<file path="config.mk">
export PLATFORM = sky130hd
export DESIGN_NAME = watchdog_reset_supervisor
export DESIGN_NICKNAME = d
export VERILOG_FILES = /design/src/wdt_pkg.sv /design/src/kick_if.sv /design/src/kick_edge_det.sv /design/src/watchdog_reset_supervisor.sv
export VERILOG_INCLUDE_DIRS = /design/src
export SDC_FILE = /design/constraint.sdc
export NUM_CORES = 1
export LEC_CHECK = 0
export BUFFER_PORTS_ARGS = -buffer_cell sky130_fd_sc_hd__buf_2
export CORE_MARGIN = 2
export CORE_UTILIZATION = 55
export DETAILED_ROUTE_END_ITERATION = 7
export MAX_ROUTING_LAYER = met4
export PLACE_DENSITY = 0.73
export SYNTH_ARGS = -nofsm -noshare
export SYNTH_HDL_FRONTEND = slang
export SYNTH_SLANG_ARGS = --single-unit
</file>
<file path="constraint.sdc">
create_clock -name clk_i -period 2.9 [get_ports clk_i]
set_input_delay 0.725 -clock clk_i [delete_from_list [all_inputs] [get_ports clk_i]]
set_output_delay 0.725 -clock clk_i [all_outputs]
set_load 0.02 [all_outputs]
</file>
<file path="src/wdt_defines.svh">
/*
 * timing constants for the reset supervisor.
 * assumes a 40 MHz system clock; included by its bare name.
 */
`ifndef WDT_DEFINES_SVH
`define WDT_DEFINES_SVH

// clock period in nanoseconds (25 ns)
`define WDT_CLK_PERIOD_NS   25
// nominal least watchdog period in nanoseconds (6.25 ms); kept in ns so the
// arithmetic stays inside 32 bits
`define WDT_PERIOD_NS       6250000
// period in cycles: least time, rounded up
`define WDT_PERIOD_CYC      ((`WDT_PERIOD_NS + `WDT_CLK_PERIOD_NS - 1) / `WDT_CLK_PERIOD_NS)
// width of the period counter
`define WDT_CNT_W           20
// reset value of the output: low (reset asserted)
`define WDT_RST_OUT_INIT    1'b0

`endif

</file>
<file path="src/wdt_pkg.sv">
/*
 * types shared by the reset supervisor modules.
 * assumes nothing beyond a SystemVerilog compiler.
 */
package wdt_pkg;
    // supervisor phases
    typedef enum logic [1:0] {
        ST_POR,
        ST_RUN,
        ST_PULSE_LOW,
        ST_PULSE_HIGH
    } sup_state_t;
endpackage : wdt_pkg

</file>
<file path="src/kick_if.sv">
/*
 * carries the kick detection between the edge module and the supervisor.
 * assumes both ends share clk_i.
 */
`timescale 1ns/1ps
interface kick_if;
    logic kick_fall;
    modport det (output kick_fall);
    modport sup (input  kick_fall);
endinterface : kick_if

</file>
<file path="src/kick_edge_det.sv">
/*
 * two-stage synchroniser and falling-edge detector for the kick pin.
 * assumes the pin is asynchronous to clk_i.
 */
`timescale 1ns/1ps
module kick_edge_det (
    // clock and reset
    input  wire logic clk_i,
    input  wire logic sys_rst_i,
    // kick pin
    input  wire logic watchdog_kick_in_i,
    // detection out
    kick_if.det       kb
);
    logic sync1_r;
    logic sync2_r;
    logic prev_r;
    logic fall_r;

    // synchroniser; first stage read only by the second
    always_ff @(posedge clk_i) begin
        if (sys_rst_i) begin
            sync1_r <= 1'b1;
            sync2_r <= 1'b1;
        end else begin
            sync1_r <= watchdog_kick_in_i;
            sync2_r <= sync1_r;
        end
    end

    // only high-to-low counts, levels and rises do nothing
    always_ff @(posedge clk_i) begin
        if (sys_rst_i) begin
            prev_r <= 1'b1;
            fall_r <= 1'b0;
        end else begin
            prev_r <= sync2_r;
            fall_r <= prev_r & ~sync2_r;
        end
    end

    assign kb.kick_fall = fall_r;
endmodule : kick_edge_det

</file>
<file path="src/watchdog_reset_supervisor.sv">
/*
 * watchdog and power-on reset supervisor driving an active-low reset.
 * assumes rail_good_i comes from an external hysteretic comparator and
 * the kick pin from a processor; both are asynchronous to clk_i.
 */
`timescale 1ns/1ps
`include "wdt_defines.svh"

module watchdog_reset_supervisor #(
    parameter int unsigned CNT_W      = `WDT_CNT_W,
    parameter int unsigned PERIOD_CYC = `WDT_PERIOD_CYC
) (
    // clock and reset
    input  wire logic clk_i,
    input  wire logic sys_rst_i,
    // supervised inputs
    input  wire logic watchdog_kick_in_i,
    input  wire logic rail_good_i,
    // reset output
    output logic      reset_n_o,
    // current phase, for observation
    output wdt_pkg::sup_state_t state_o
);
    import wdt_pkg::*;

    localparam logic [CNT_W-1:0] LAST = CNT_W'(PERIOD_CYC - 1);

    kick_if kb ();

    sup_state_t      state_r;
    logic [CNT_W-1:0] cnt_r;
    logic            rg_s1_r;
    logic            rg_s2_r;
    logic            reset_n_r;
    logic            expire;
    logic            kick;

    // edge detection lives in its own module
    kick_edge_det u_kick (
        .clk_i              (clk_i),
        .sys_rst_i          (sys_rst_i),
        .watchdog_kick_in_i (watchdog_kick_in_i),
        .kb                 (kb)
    );

    assign kick   = kb.kick_fall;
    assign expire = (cnt_r == LAST);

    // rail-good synchroniser; thresholds and hysteresis are analog
    always_ff @(posedge clk_i) begin
        if (sys_rst_i) begin
            rg_s1_r <= 1'b0;
            rg_s2_r <= 1'b0;
        end else begin
            rg_s1_r <= rail_good_i;
            rg_s2_r <= rg_s1_r;
        end
    end

    // supervisor phases; low rail overrides everything
    always_ff @(posedge clk_i) begin
        if (sys_rst_i) begin
            state_r <= ST_POR;
        end else if (!rg_s2_r) begin
            state_r <= ST_POR;
        end else begin
            unique case (state_r)
                ST_POR: begin
                    if (expire) state_r <= ST_RUN;
                end
                ST_RUN: begin
                    if (!kick && expire) state_r <= ST_PULSE_LOW;
                end
                ST_PULSE_LOW: begin
                    // kicks during the low phase are not looked at
                    if (expire) state_r <= ST_PULSE_HIGH;
                end
                ST_PULSE_HIGH: begin
                    if (kick) state_r <= ST_RUN;
                    else if (expire) state_r <= ST_PULSE_LOW;
                end
            endcase
        end
    end

    // period counter; a kick in run or in the high phase restarts it, phase changes wrap it
    always_ff @(posedge clk_i) begin
        if (sys_rst_i || !rg_s2_r) begin
            cnt_r <= '0;
        end else if ((state_r == ST_RUN || state_r == ST_PULSE_HIGH) && kick) begin
            cnt_r <= '0;
        end else if (expire) begin
            cnt_r <= '0;
        end else begin
            cnt_r <= cnt_r + CNT_W'(1);
        end
    end

    // registered output avoids glitches on the reset line
    always_ff @(posedge clk_i) begin
        if (sys_rst_i) begin
            reset_n_r <= `WDT_RST_OUT_INIT;
        end else if (!rg_s2_r) begin
            reset_n_r <= 1'b0;
        end else begin
            unique case (state_r)
                ST_POR:        reset_n_r <= expire;
                ST_RUN:        reset_n_r <= !( !kick && expire);
                ST_PULSE_LOW:  reset_n_r <= expire;
                ST_PULSE_HIGH: reset_n_r <= kick || !expire;
            endcase
        end
    end

    assign reset_n_o = reset_n_r;
    assign state_o   = state_r;
endmodule : watchdog_reset_supervisor

</file>
==> reports/results.txt, run 1 <==
GR Util All Layers: 18.2%
DPL Wire Length: 1.37 mm
total routed wirelength: 1.85 mm
RSZ-0062 raised after global routing: no
Max VDD drop: 401 uV
Sw Share: 18.7%
area occupied by multi-input gates: 561 um2
Synth Area in Simple Gates: 30.1%
Synth Flop Type: dfxtp_1
# DRC: 0
Ant. Diodes: 0
worst setup margin: 1.05 ns
leakage: 0.442 nW
CTS buffer count: 5
status: finished, final reports clean
H-tree depth: 2
sequential fraction of the synthesis area: 49.4%
period utilization: 63.8%
overall die area: 2520 um2
core area: 1980 um2
Hold WS: 0.418 ns
CP endpoint kind: flip-flop
CP Class: flip-flop to flip-flop
hold path start: u_kick.prev_r$_SDFF_PP1_
library cells used by synthesis: 32
Final Critical Period: 1.85 ns
Worst-Margin Slew: 0.566 ns
Hold Fails Final Rpt: 0
Final nets: 142
pwr dens: 555 nW/um2
count of final setup violators: 0
routed via count: 906
Die W: 50.2 um
cell depth of the worst hold path: 2
RR Endpoint: cnt_r[18]$_SDFF_PP0_
fillers: 181
switching power: 0.134 mW
site row count: 16
hold buffers post-CTS: 0
CTS tree: yes
CP arrival: 2.10 ns
I/O Buffers: 6
Wirelength per Cell: 11.3 um
worst hold path type: flip-flop to flip-flop
Post-Synth XOR/XNOR Area: 8.94%
remaining antenna violation count after routing: 0
Slew Viols, Final: 0
Yosys top cell by area: dfxtp_1
setup TNS: 0 ns
Post-Synth Adder-Cell Area: 1.06%
CTS Buffer Depth: 2
global-route wire length before repair: 3.27 mm
CP max stage delay: 0.57 ns
flop2flop setup slack: 1.05 ns
Clock power frac: 42.4%
synth top area cells: dfxtp_1 49%, xor2_1 6.7%, nor2_1 5.4%
Placer Congestion: 0.745
Max Cap Violations: 0
Initial Util: 59.3%
vias in the first global route: 832
most frequent cell after synthesis: dfxtp_1
Worst Skew: 0.00907 ns
worst skew pair latency: 0.32 ns
Cells after Synth: 127
Post-CTS Resized: 0
Yosys top cell area share: 49.4%
Post-synth EDFFs: 0
yosys warns: 0
Flop pwr share: 56.3%
largest net degree at the start of global routing: 20
Cell Chain, Critical Path: ha_1 -> nand4_1 -> or4_4 -> or3_1 -> a21oi_1
largest family of logic cells by synthesized area: simple AND/OR/NAND/NOR gates
Fmax: 540 MHz
WHS Endpoint: u_kick.kb.kick_fall$_SDFF_PP0_
Syn Std Cell Area: 1180 um2
number of primary I/O pins: 7
Synth-to-Final Area Change: 9.57%
share of layout cells above drive strength 1: 16.1%
slowest stage cell, crit path: or4_4
Root Buffer: clkbuf_4
TritonRoute pass-1 iters: 5
sequential cell area: 581 um2
clk sink count: 29
internal power: 0.581 mW
Die Ht: 50.2 um
relative slew slack: 61.9%
Critical Path Stages: 5
critical path launch point type: flip-flop
CP Max Fanout: 4
pre-CTS setup slack: 1.00 ns
syn avg cell area: 9.26 um2
Async S/R FF share, synth: 0%
grt total ovfl: 0
worst path required time: 3.15 ns
Seq cells post-synth: 29
top post-synthesis cells by count: 29 x dfxtp_1, 17 x nor2_1, 9 x xor2_1
syn nets: 132
combinational share of power: 1.3%
initial detailed-routing violation count: 12
Worst R2R Path Depth: 5
initial antenna violation count: 0
mux contribution to synthesized area: 0%
Clock transition at path regs: 0.09 ns
CP bufs+invs: 0
crit-path leading delay family: simple AND/OR/NAND/NOR gates
Compound-Gate Fraction of Synth Area: 7.55%
reg2reg start: cnt_r[0]$_SDFF_PP0_
postcts setup bufs: 0
vias per cell: 5.52
## final cells by class
class | instances | area share (%)
flip-flops and latches | 29 | 45.0
multi-input cells | 92 | 43.5
clock buffers | 5 | 2.91
clock inverters | 2 | 2.72
well taps | 27 | 2.62
repair buffers | 6 | 2.33
inverters | 3 | 0.874
## metrics by stage
stage          total power [mW]  instance area, um2  std cells  util, %
2_1_floorplan             0.418                1180        127        -
3_3_place_gp              0.420                1220        157     61.4
3_5_place_dp              0.421                1220        157     61.4
4_1_cts                   0.722                1290        164     65.0
5_1_grt                   0.744                1290        164     65.0
6_report                  0.715                1290        164     65.0
## how the worst max path moves through the flow
stage                                end                start
floorplan           cnt_r[18]$_SDFF_PP0_  cnt_r[0]$_SDFF_PP0_
global placement    cnt_r[17]$_SDFF_PP0_            sys_rst_i
detailed placement  cnt_r[19]$_SDFF_PP0_            sys_rst_i
CTS                 cnt_r[16]$_SDFF_PP0_  cnt_r[0]$_SDFF_PP0_
global route         cnt_r[4]$_SDFF_PP0_  cnt_r[0]$_SDFF_PP0_
finish              cnt_r[18]$_SDFF_PP0_  cnt_r[0]$_SDFF_PP0_
## placed cells by master, fill, tap and decap left out
cell type / n
and3_1: 1
clkbuf_4: 5
nand3_1: 7
dfxtp_1: 29
a31oi_1: 1
nor2b_1: 2
nand2_1: 6
and3_2: 1
nor3_1: 3
xor2_1: 9
and4_1: 3
or4_1: 1
a21oi_1: 7
o31ai_1: 1
xnor2_1: 3
or3_2: 3
buf_2: 6
bufinv_16: 1
nor4_1: 2
inv_1: 3
and4_4: 1
or2_2: 3
clkinv_2: 1
nor2_1: 17
o21ai_0: 5
nand2b_1: 1
and4b_1: 1
nor4b_1: 1
a21o_1: 2
ha_1: 1
or3_1: 2
nand4_1: 7
or4_4: 1
## cell families after synthesis
logic type                 count (synthesis)
AOI/OAI and AO/OA                         16
xor gates and xnor gates                  12
buffers and inverters                      6
DFF                                       29
and+or+nand+nor                           63
adders and majority gates                  1
## flip-flops by register name, summed over array words and instances (netlist names)
name	flops
cnt_r	20
reset_n_o	1
u_kick.kb.kick_fall	1
rg_s1_r	1
u_kick.prev_r	1
rg_s2_r	1
u_kick.sync1_r	1
state_o	2
u_kick.sync2_r	1
## worst min-delay path, stage by stage (launching register included)
cell	delay, ns
dfxtp_1	0.31
inv_1	0.04
nor2_1	0.03
## power by group through the flow
stage	sequential (mW)	combinational, mW	clock, mW
3_3_place_gp	0.412	0.00864	0
5_1_grt	0.403	0.0106	0.330
3_5_place_dp	0.412	0.00916	0
2_1_floorplan	0.412	0.00640	0
4_1_cts	0.403	0.00939	0.310
6_report	0.403	0.00906	0.303
## metal layers
metal	GRT usage, %	part of all wire [%]	wire length (um)
met5	-	0	0
met4	5.56	0.49	9
met3	9.82	4.1	75
met2	29.6	52	960
met1	18.7	43	799
No activity file was read; power rests on OpenSTA's default activity.
==> run 2: changes to the inputs <==
CORE_UTILIZATION = 52   (was 55)
clock period = 1.55 ns   (was 2.9 ns; I/O delays follow)
==> reports/results.txt, run 2 (synthesized netlist as in run 1, its figures left out) <==
status: finished, violations left
failing checks: negative setup slack
worst skew pair latency: 0.34 ns (+0.02 ns)
Root Buffer: clkbuf_4
setup TNS: -0.110 ns (-0.110 ns)
share of layout cells above drive strength 1: 41.8% (+26 points)
Wirelength per Cell: 13.0 um (+16%)
period utilization: 105% (+41 points)
vias in the first global route: 1006 (+21%)
Hold Fails Final Rpt: 0 (unchanged)
grt total ovfl: 0 (unchanged)
Ant. Diodes: 0 (unchanged)
Worst Skew: 0.0126 ns (+0.00357 ns)
Final nets: 169 (+19%)
worst setup margin: -0.0796 ns (-1.13 ns)
Clock transition at path regs: 0.09 ns (about the same)
number of primary I/O pins: 7 (unchanged)
Initial Util: 54.2% (-5.1 points)
largest net degree at the start of global routing: 20 (unchanged)
flop2flop setup slack: -0.08 ns (-1.13 ns)
Top reg by flops: cnt_r
Max Cap Violations: 0 (unchanged)
Clock power frac: 45.7% (+3.3 points)
overall die area: 2660 um2 (+5.3%)
remaining antenna violation count after routing: 0 (unchanged)
RSZ-0062 raised after global routing: yes
CTS buffer count: 5 (unchanged)
initial antenna violation count: 0 (unchanged)
Die W: 51.6 um (+2.6%)
initial detailed-routing violation count: 22 (+10)
slowest stage cell, crit path: or4_4
global-route wire length before repair: 4.04 mm (+24%)
CP Class: flip-flop to flip-flop
I/O Buffers: 6 (unchanged)
H-tree depth: 2 (unchanged)
worst path required time: 1.82 ns (-1.33 ns)
Placer Congestion: 0.838 (+12%)
sequential cell area: 596 um2 (+2.6%)
worst hold path type: input port to flip-flop
relative slew slack: 75.4% (+13 points)
GR Util All Layers: 21.9% (+3.7 points)
Worst-Margin Slew: 0.366 ns (-0.200 ns)
routed via count: 1053 (+16%)
site row count: 17 (+1)
pwr dens: 895 nW/um2 (+61%)
count of final setup violators: 3 (+3)
pre-CTS setup slack: -0.0828 ns (-1.08 ns)
Final Non-Filler Cells: 193 (+18%)
internal power: 1.15 mW (+97%)
CP arrival: 1.90 ns (-0.20 ns)
CTS tree: yes
commonest non-fill, non-tap cell in the layout: buf_4
combinational share of power: 1.6% (+0.3 points)
Max VDD drop: 775 uV (+93%)
Pwr Total: 1.43 mW (+100%)
clk sink count: 29 (unchanged)
CTS Buffer Depth: 2 (unchanged)
switching power: 0.280 mW (+110%)
CP endpoint kind: flip-flop
Die Ht: 51.6 um (+2.6%)
Synth-to-Final Area Change: 35.5%
Placed Cells: 182 (+16%)
area occupied by multi-input gates: 622 um2 (+11%)
critical path launch point type: flip-flop
CP max stage delay: 0.53 ns (-0.04 ns)
DPL Wire Length: 1.72 mm (+26%)
commonest non-fill, non-tap cells in the layout: 26 x buf_4, 19 x dfxtp_1, 14 x nor2_1, 9 x xor2_1, 9 x dfxtp_2
Final Critical Period: 1.63 ns (-0.221 ns)
# DRC: 0 (unchanged)
CP Max Fanout: 3 (-1)
max reg flops: 20 (unchanged)
core area: 2170 um2 (+9.5%)
hold buffers post-CTS: 0 (unchanged)
TritonRoute pass-1 iters: 4 (-1)
Cell Chain, Critical Path: ha_4 -> nand4_1 -> or4_4 -> or3_1 -> a21oi_1
Slew Viols, Final: 0 (unchanged)
leakage: 0.606 nW (+37%)
fillers: 160 (-12%)
Hold WS: 0.245 ns (-0.173 ns)
Fmax: 614 MHz (+14%)
Sw Share: 19.7% (+0.95 points)
total routed wirelength: 2.52 mm (+36%)
Flop pwr share: 52.7% (-3.6 points)
vias per cell: 5.46 (-1.2%)
## run 2: changes by cell type in the layout (fill, tap and decap cells not counted), moves of 2 or more
cell and change:
dfxtp_1 -10, buf_4 +26, or3_4 +2, nor2_1 -3, nor2_2 +3, or3_2 -2
a21oi_2 +3, a21oi_1 -3, dfxtp_2 +9
## run 2: critical path, delay by kind of cell (launching register included)
kind            cells  cell delay, ns
simple gates        3            0.93
flops               1            0.37
compound gates      1            0.14
fa+ha+maj           1            0.13
## run 2: worst paths after layout
| check | cells past startpoint | endpoint | from |
|---|---|---|---|
| worst max register to register | 5 | cnt_r[18]$_SDFF_PP0_ | cnt_r[1]$_SDFF_PP0_ |
| worst max-delay path | 5 | cnt_r[18]$_SDFF_PP0_ | cnt_r[1]$_SDFF_PP0_ |
| worst min-delay path | 2 | u_kick.sync1_r$_SDFF_PP1_ | watchdog_kick_in_i |
| worst min register to register | 2 | u_kick.kb.kick_fall$_SDFF_PP0_ | u_kick.prev_r$_SDFF_PP1_ |
## run 2: cell type report
cell class / count / area share, %
Tap cell: 28 / 2.20
Sequential cell: 29 / 37.4
Clock buffer: 7 / 3.45
Timing Repair Buffer: 33 / 15.4
Multi-Input combinational cell: 92 / 39.0
Inverter: 3 / 0.706
Clock inverter: 1 / 1.88
## run 2: repair_timing
item | CTS | global route
pin swaps | 3 | 4
gates resized for setup | 9 | 12
cloned | 0 | 0
setup endpoints to repair | 7 | 21
setup buffers | 1 | 2
## run 2: power groups by stage
| stage | Sequential [mW] | Combinational, mW | Clock [mW] |
|---|---|---|---|
| after detailed placement | 0.771 | 0.0217 | 0 |
| after CTS | 0.754 | 0.0218 | 0.659 |
| after floorplan | 0.771 | 0.0121 | 0 |
| after global placement | 0.771 | 0.0206 | 0 |
| after global routing | 0.753 | 0.0247 | 0.686 |
| final | 0.752 | 0.0223 | 0.652 |
## run 2: layer usage
| metal | share of wire (%) | track usage [%] | up-vias |
|---|---|---|---|
| met1 | 42 | 21.8 | 497 |
| met4 | 1.9 | 9.21 | 0 |
| met2 | 51 | 38.0 | 24 |
| li1 | - | - | 527 |
| met3 | 4.8 | 8.62 | 5 |
| met5 | 0 | - | - |
## run 2: stage by stage
step | util, % | instance area, um2
global placement | 65.7 | 1430
global route | 73.5 | 1590
detailed placement | 65.7 | 1430
floorplan | - | 1190
finish | 73.5 | 1590
CTS | 70.9 | 1540
==> run 3: changes to the inputs <==
MAX_ROUTING_LAYER = unset   (was met4)
==> reports/results.txt, run 3 (synthesized netlist as in run 1, its figures left out) <==
grt total ovfl: 0 (unchanged)
worst skew pair latency: 0.34 ns (about the same)
CTS buffer count: 5 (unchanged)
worst path required time: 1.82 ns (about the same)
TritonRoute pass-1 iters: 4 (unchanged)
status: finished, violations left
site row count: 17 (unchanged)
core area: 2170 um2 (unchanged)
H-tree depth: 2 (unchanged)
routed via count: 1051 (-0.19%)
initial detailed-routing violation count: 21 (-4.5%)
relative slew slack: 75.4% (unchanged)
global-route wire length before repair: 4.06 mm (+0.35%)
total routed wirelength: 2.53 mm (+0.48%)
share of layout cells above drive strength 1: 41.8% (unchanged)
critical path launch point type: flip-flop
CP Max Fanout: 3 (unchanged)
failing checks: negative setup slack
Placer Congestion: 0.825 (-1.5%)
remaining antenna violation count after routing: 0 (unchanged)
clk sink count: 29 (unchanged)
area occupied by multi-input gates: 622 um2 (unchanged)
fillers: 160 (unchanged)
worst hold path type: input port to flip-flop
Hold Fails Final Rpt: 0 (unchanged)
Hold WS: 0.244 ns (-0.00102 ns)
initial antenna violation count: 0 (unchanged)
I/O Buffers: 6 (unchanged)
RSZ-0062 raised after global routing: yes
Wirelength per Cell: 13.1 um (+0.48%)
vias per cell: 5.45 (-0.19%)
max reg flops: 20 (unchanged)
CP Class: flip-flop to flip-flop
commonest non-fill, non-tap cell in the layout: buf_4
pwr dens: 895 nW/um2 (about the same)
Ant. Diodes: 0 (unchanged)
leakage: 0.606 nW (unchanged)
count of final setup violators: 3 (unchanged)
Root Buffer: clkbuf_4
Synth-to-Final Area Change: 35.5% (unchanged)
Max VDD drop: 779 uV (+0.44%)
Worst Skew: 0.0121 ns (-0.000536 ns)
Max Cap Violations: 0 (unchanged)
number of primary I/O pins: 7 (unchanged)
Die W: 51.6 um (unchanged)
Fmax: 613 MHz (-0.11%)
DPL Wire Length: 1.72 mm (unchanged)
largest net degree at the start of global routing: 20 (unchanged)
Initial Util: 54.2% (unchanged)
CTS tree: yes
commonest non-fill, non-tap cells in the layout: 26 x buf_4, 19 x dfxtp_1, 14 x nor2_1, 9 x xor2_1, 9 x dfxtp_2
Die Ht: 51.6 um (unchanged)
Final Non-Filler Cells: 193 (unchanged)
sequential cell area: 596 um2 (unchanged)
Worst-Margin Slew: 0.366 ns (unchanged)
overall die area: 2660 um2 (unchanged)
period utilization: 105% (+0.11 points)
GR Util All Layers: 21.4% (-0.50 points)
worst setup margin: -0.0814 ns (-0.00177 ns)
Pwr Total: 1.43 mW (about the same)
CP arrival: 1.90 ns (about the same)
Top reg by flops: cnt_r
# DRC: 0 (unchanged)
Placed Cells: 182 (unchanged)
Slew Viols, Final: 0 (unchanged)
hold buffers post-CTS: 0 (unchanged)
Clock transition at path regs: 0.09 ns (about the same)
Final Critical Period: 1.63 ns (+0.00177 ns)
Final nets: 169 (unchanged)
CTS Buffer Depth: 2 (unchanged)
CP endpoint kind: flip-flop
vias in the first global route: 1003 (-0.30%)
[run 3: cell counts in the layout (fill, tap and decap cells not counted)]
Identical to the previous run, type by type.
[run 3: worst paths after layout]
path / startpoint / end / slack [ns] / depth (start not counted)
hold / removal: watchdog_kick_in_i / u_kick.sync1_r$_SDFF_PP1_ / 0.24 / 2
hold reg to reg: u_kick.prev_r$_SDFF_PP1_ / u_kick.kb.kick_fall$_SDFF_PP0_ / 0.41 / 2
setup reg to reg: cnt_r[1]$_SDFF_PP0_ / cnt_r[18]$_SDFF_PP0_ / -0.08 / 5
setup / recovery: cnt_r[1]$_SDFF_PP0_ / cnt_r[18]$_SDFF_PP0_ / -0.08 / 5
[run 3: power by group]
group	total (mW)	switching, mW	internal, mW	leakage (nW)
combinational	0.0223	0.0108	0.0115	0.320
clock	0.653	0.268	0.385	0.0455
sequential	0.752	0.00263	0.750	0.240
total	1.43	0.281	1.15	0.606
[run 3: layout make-up]
class / instances / area share [%]
repair buffers: 33 / 15.4
clock inverters: 1 / 1.88
clock buffers: 7 / 3.45
multi-input cells: 92 / 39.0
well taps: 28 / 2.20
inverters: 3 / 0.706
flip-flops and latches: 29 / 37.4
[run 3: critical path, cell delays in order (launching register included)]
cell	delay (ns)
dfxtp_4	0.37
ha_4	0.13
nand4_1	0.09
or4_4	0.53
or3_1	0.31
a21oi_1	0.14
[run 3: through the flow]
stage	util [%]	area, um2	TNS, ns	worst slack (ns)
after floorplan	-	1190	-0.0502	-0.0502
after global placement	65.7	1430	-0.0350	-0.0350
after detailed placement	65.7	1430	-0.327	-0.0828
after CTS	70.9	1540	-0.139	-0.0864
after global routing	73.5	1590	-1.12	-0.133
final	73.5	1590	-0.158	-0.0814
[run 3: layer usage]
metal	part of all wire, %	global-route usage (%)
met1	43	22.0
met2	50	38.0
met3	4.8	8.62
met4	1.9	9.21
met5	0	0
[run 3: repair_timing]
action / in CTS / in global routing
pin swaps: 3 / 2
gates resized for setup: 9 / 12
setup endpoints to repair: 7 / 21
hold endpoints to repair: 0 / 0
setup buffers: 1 / 2
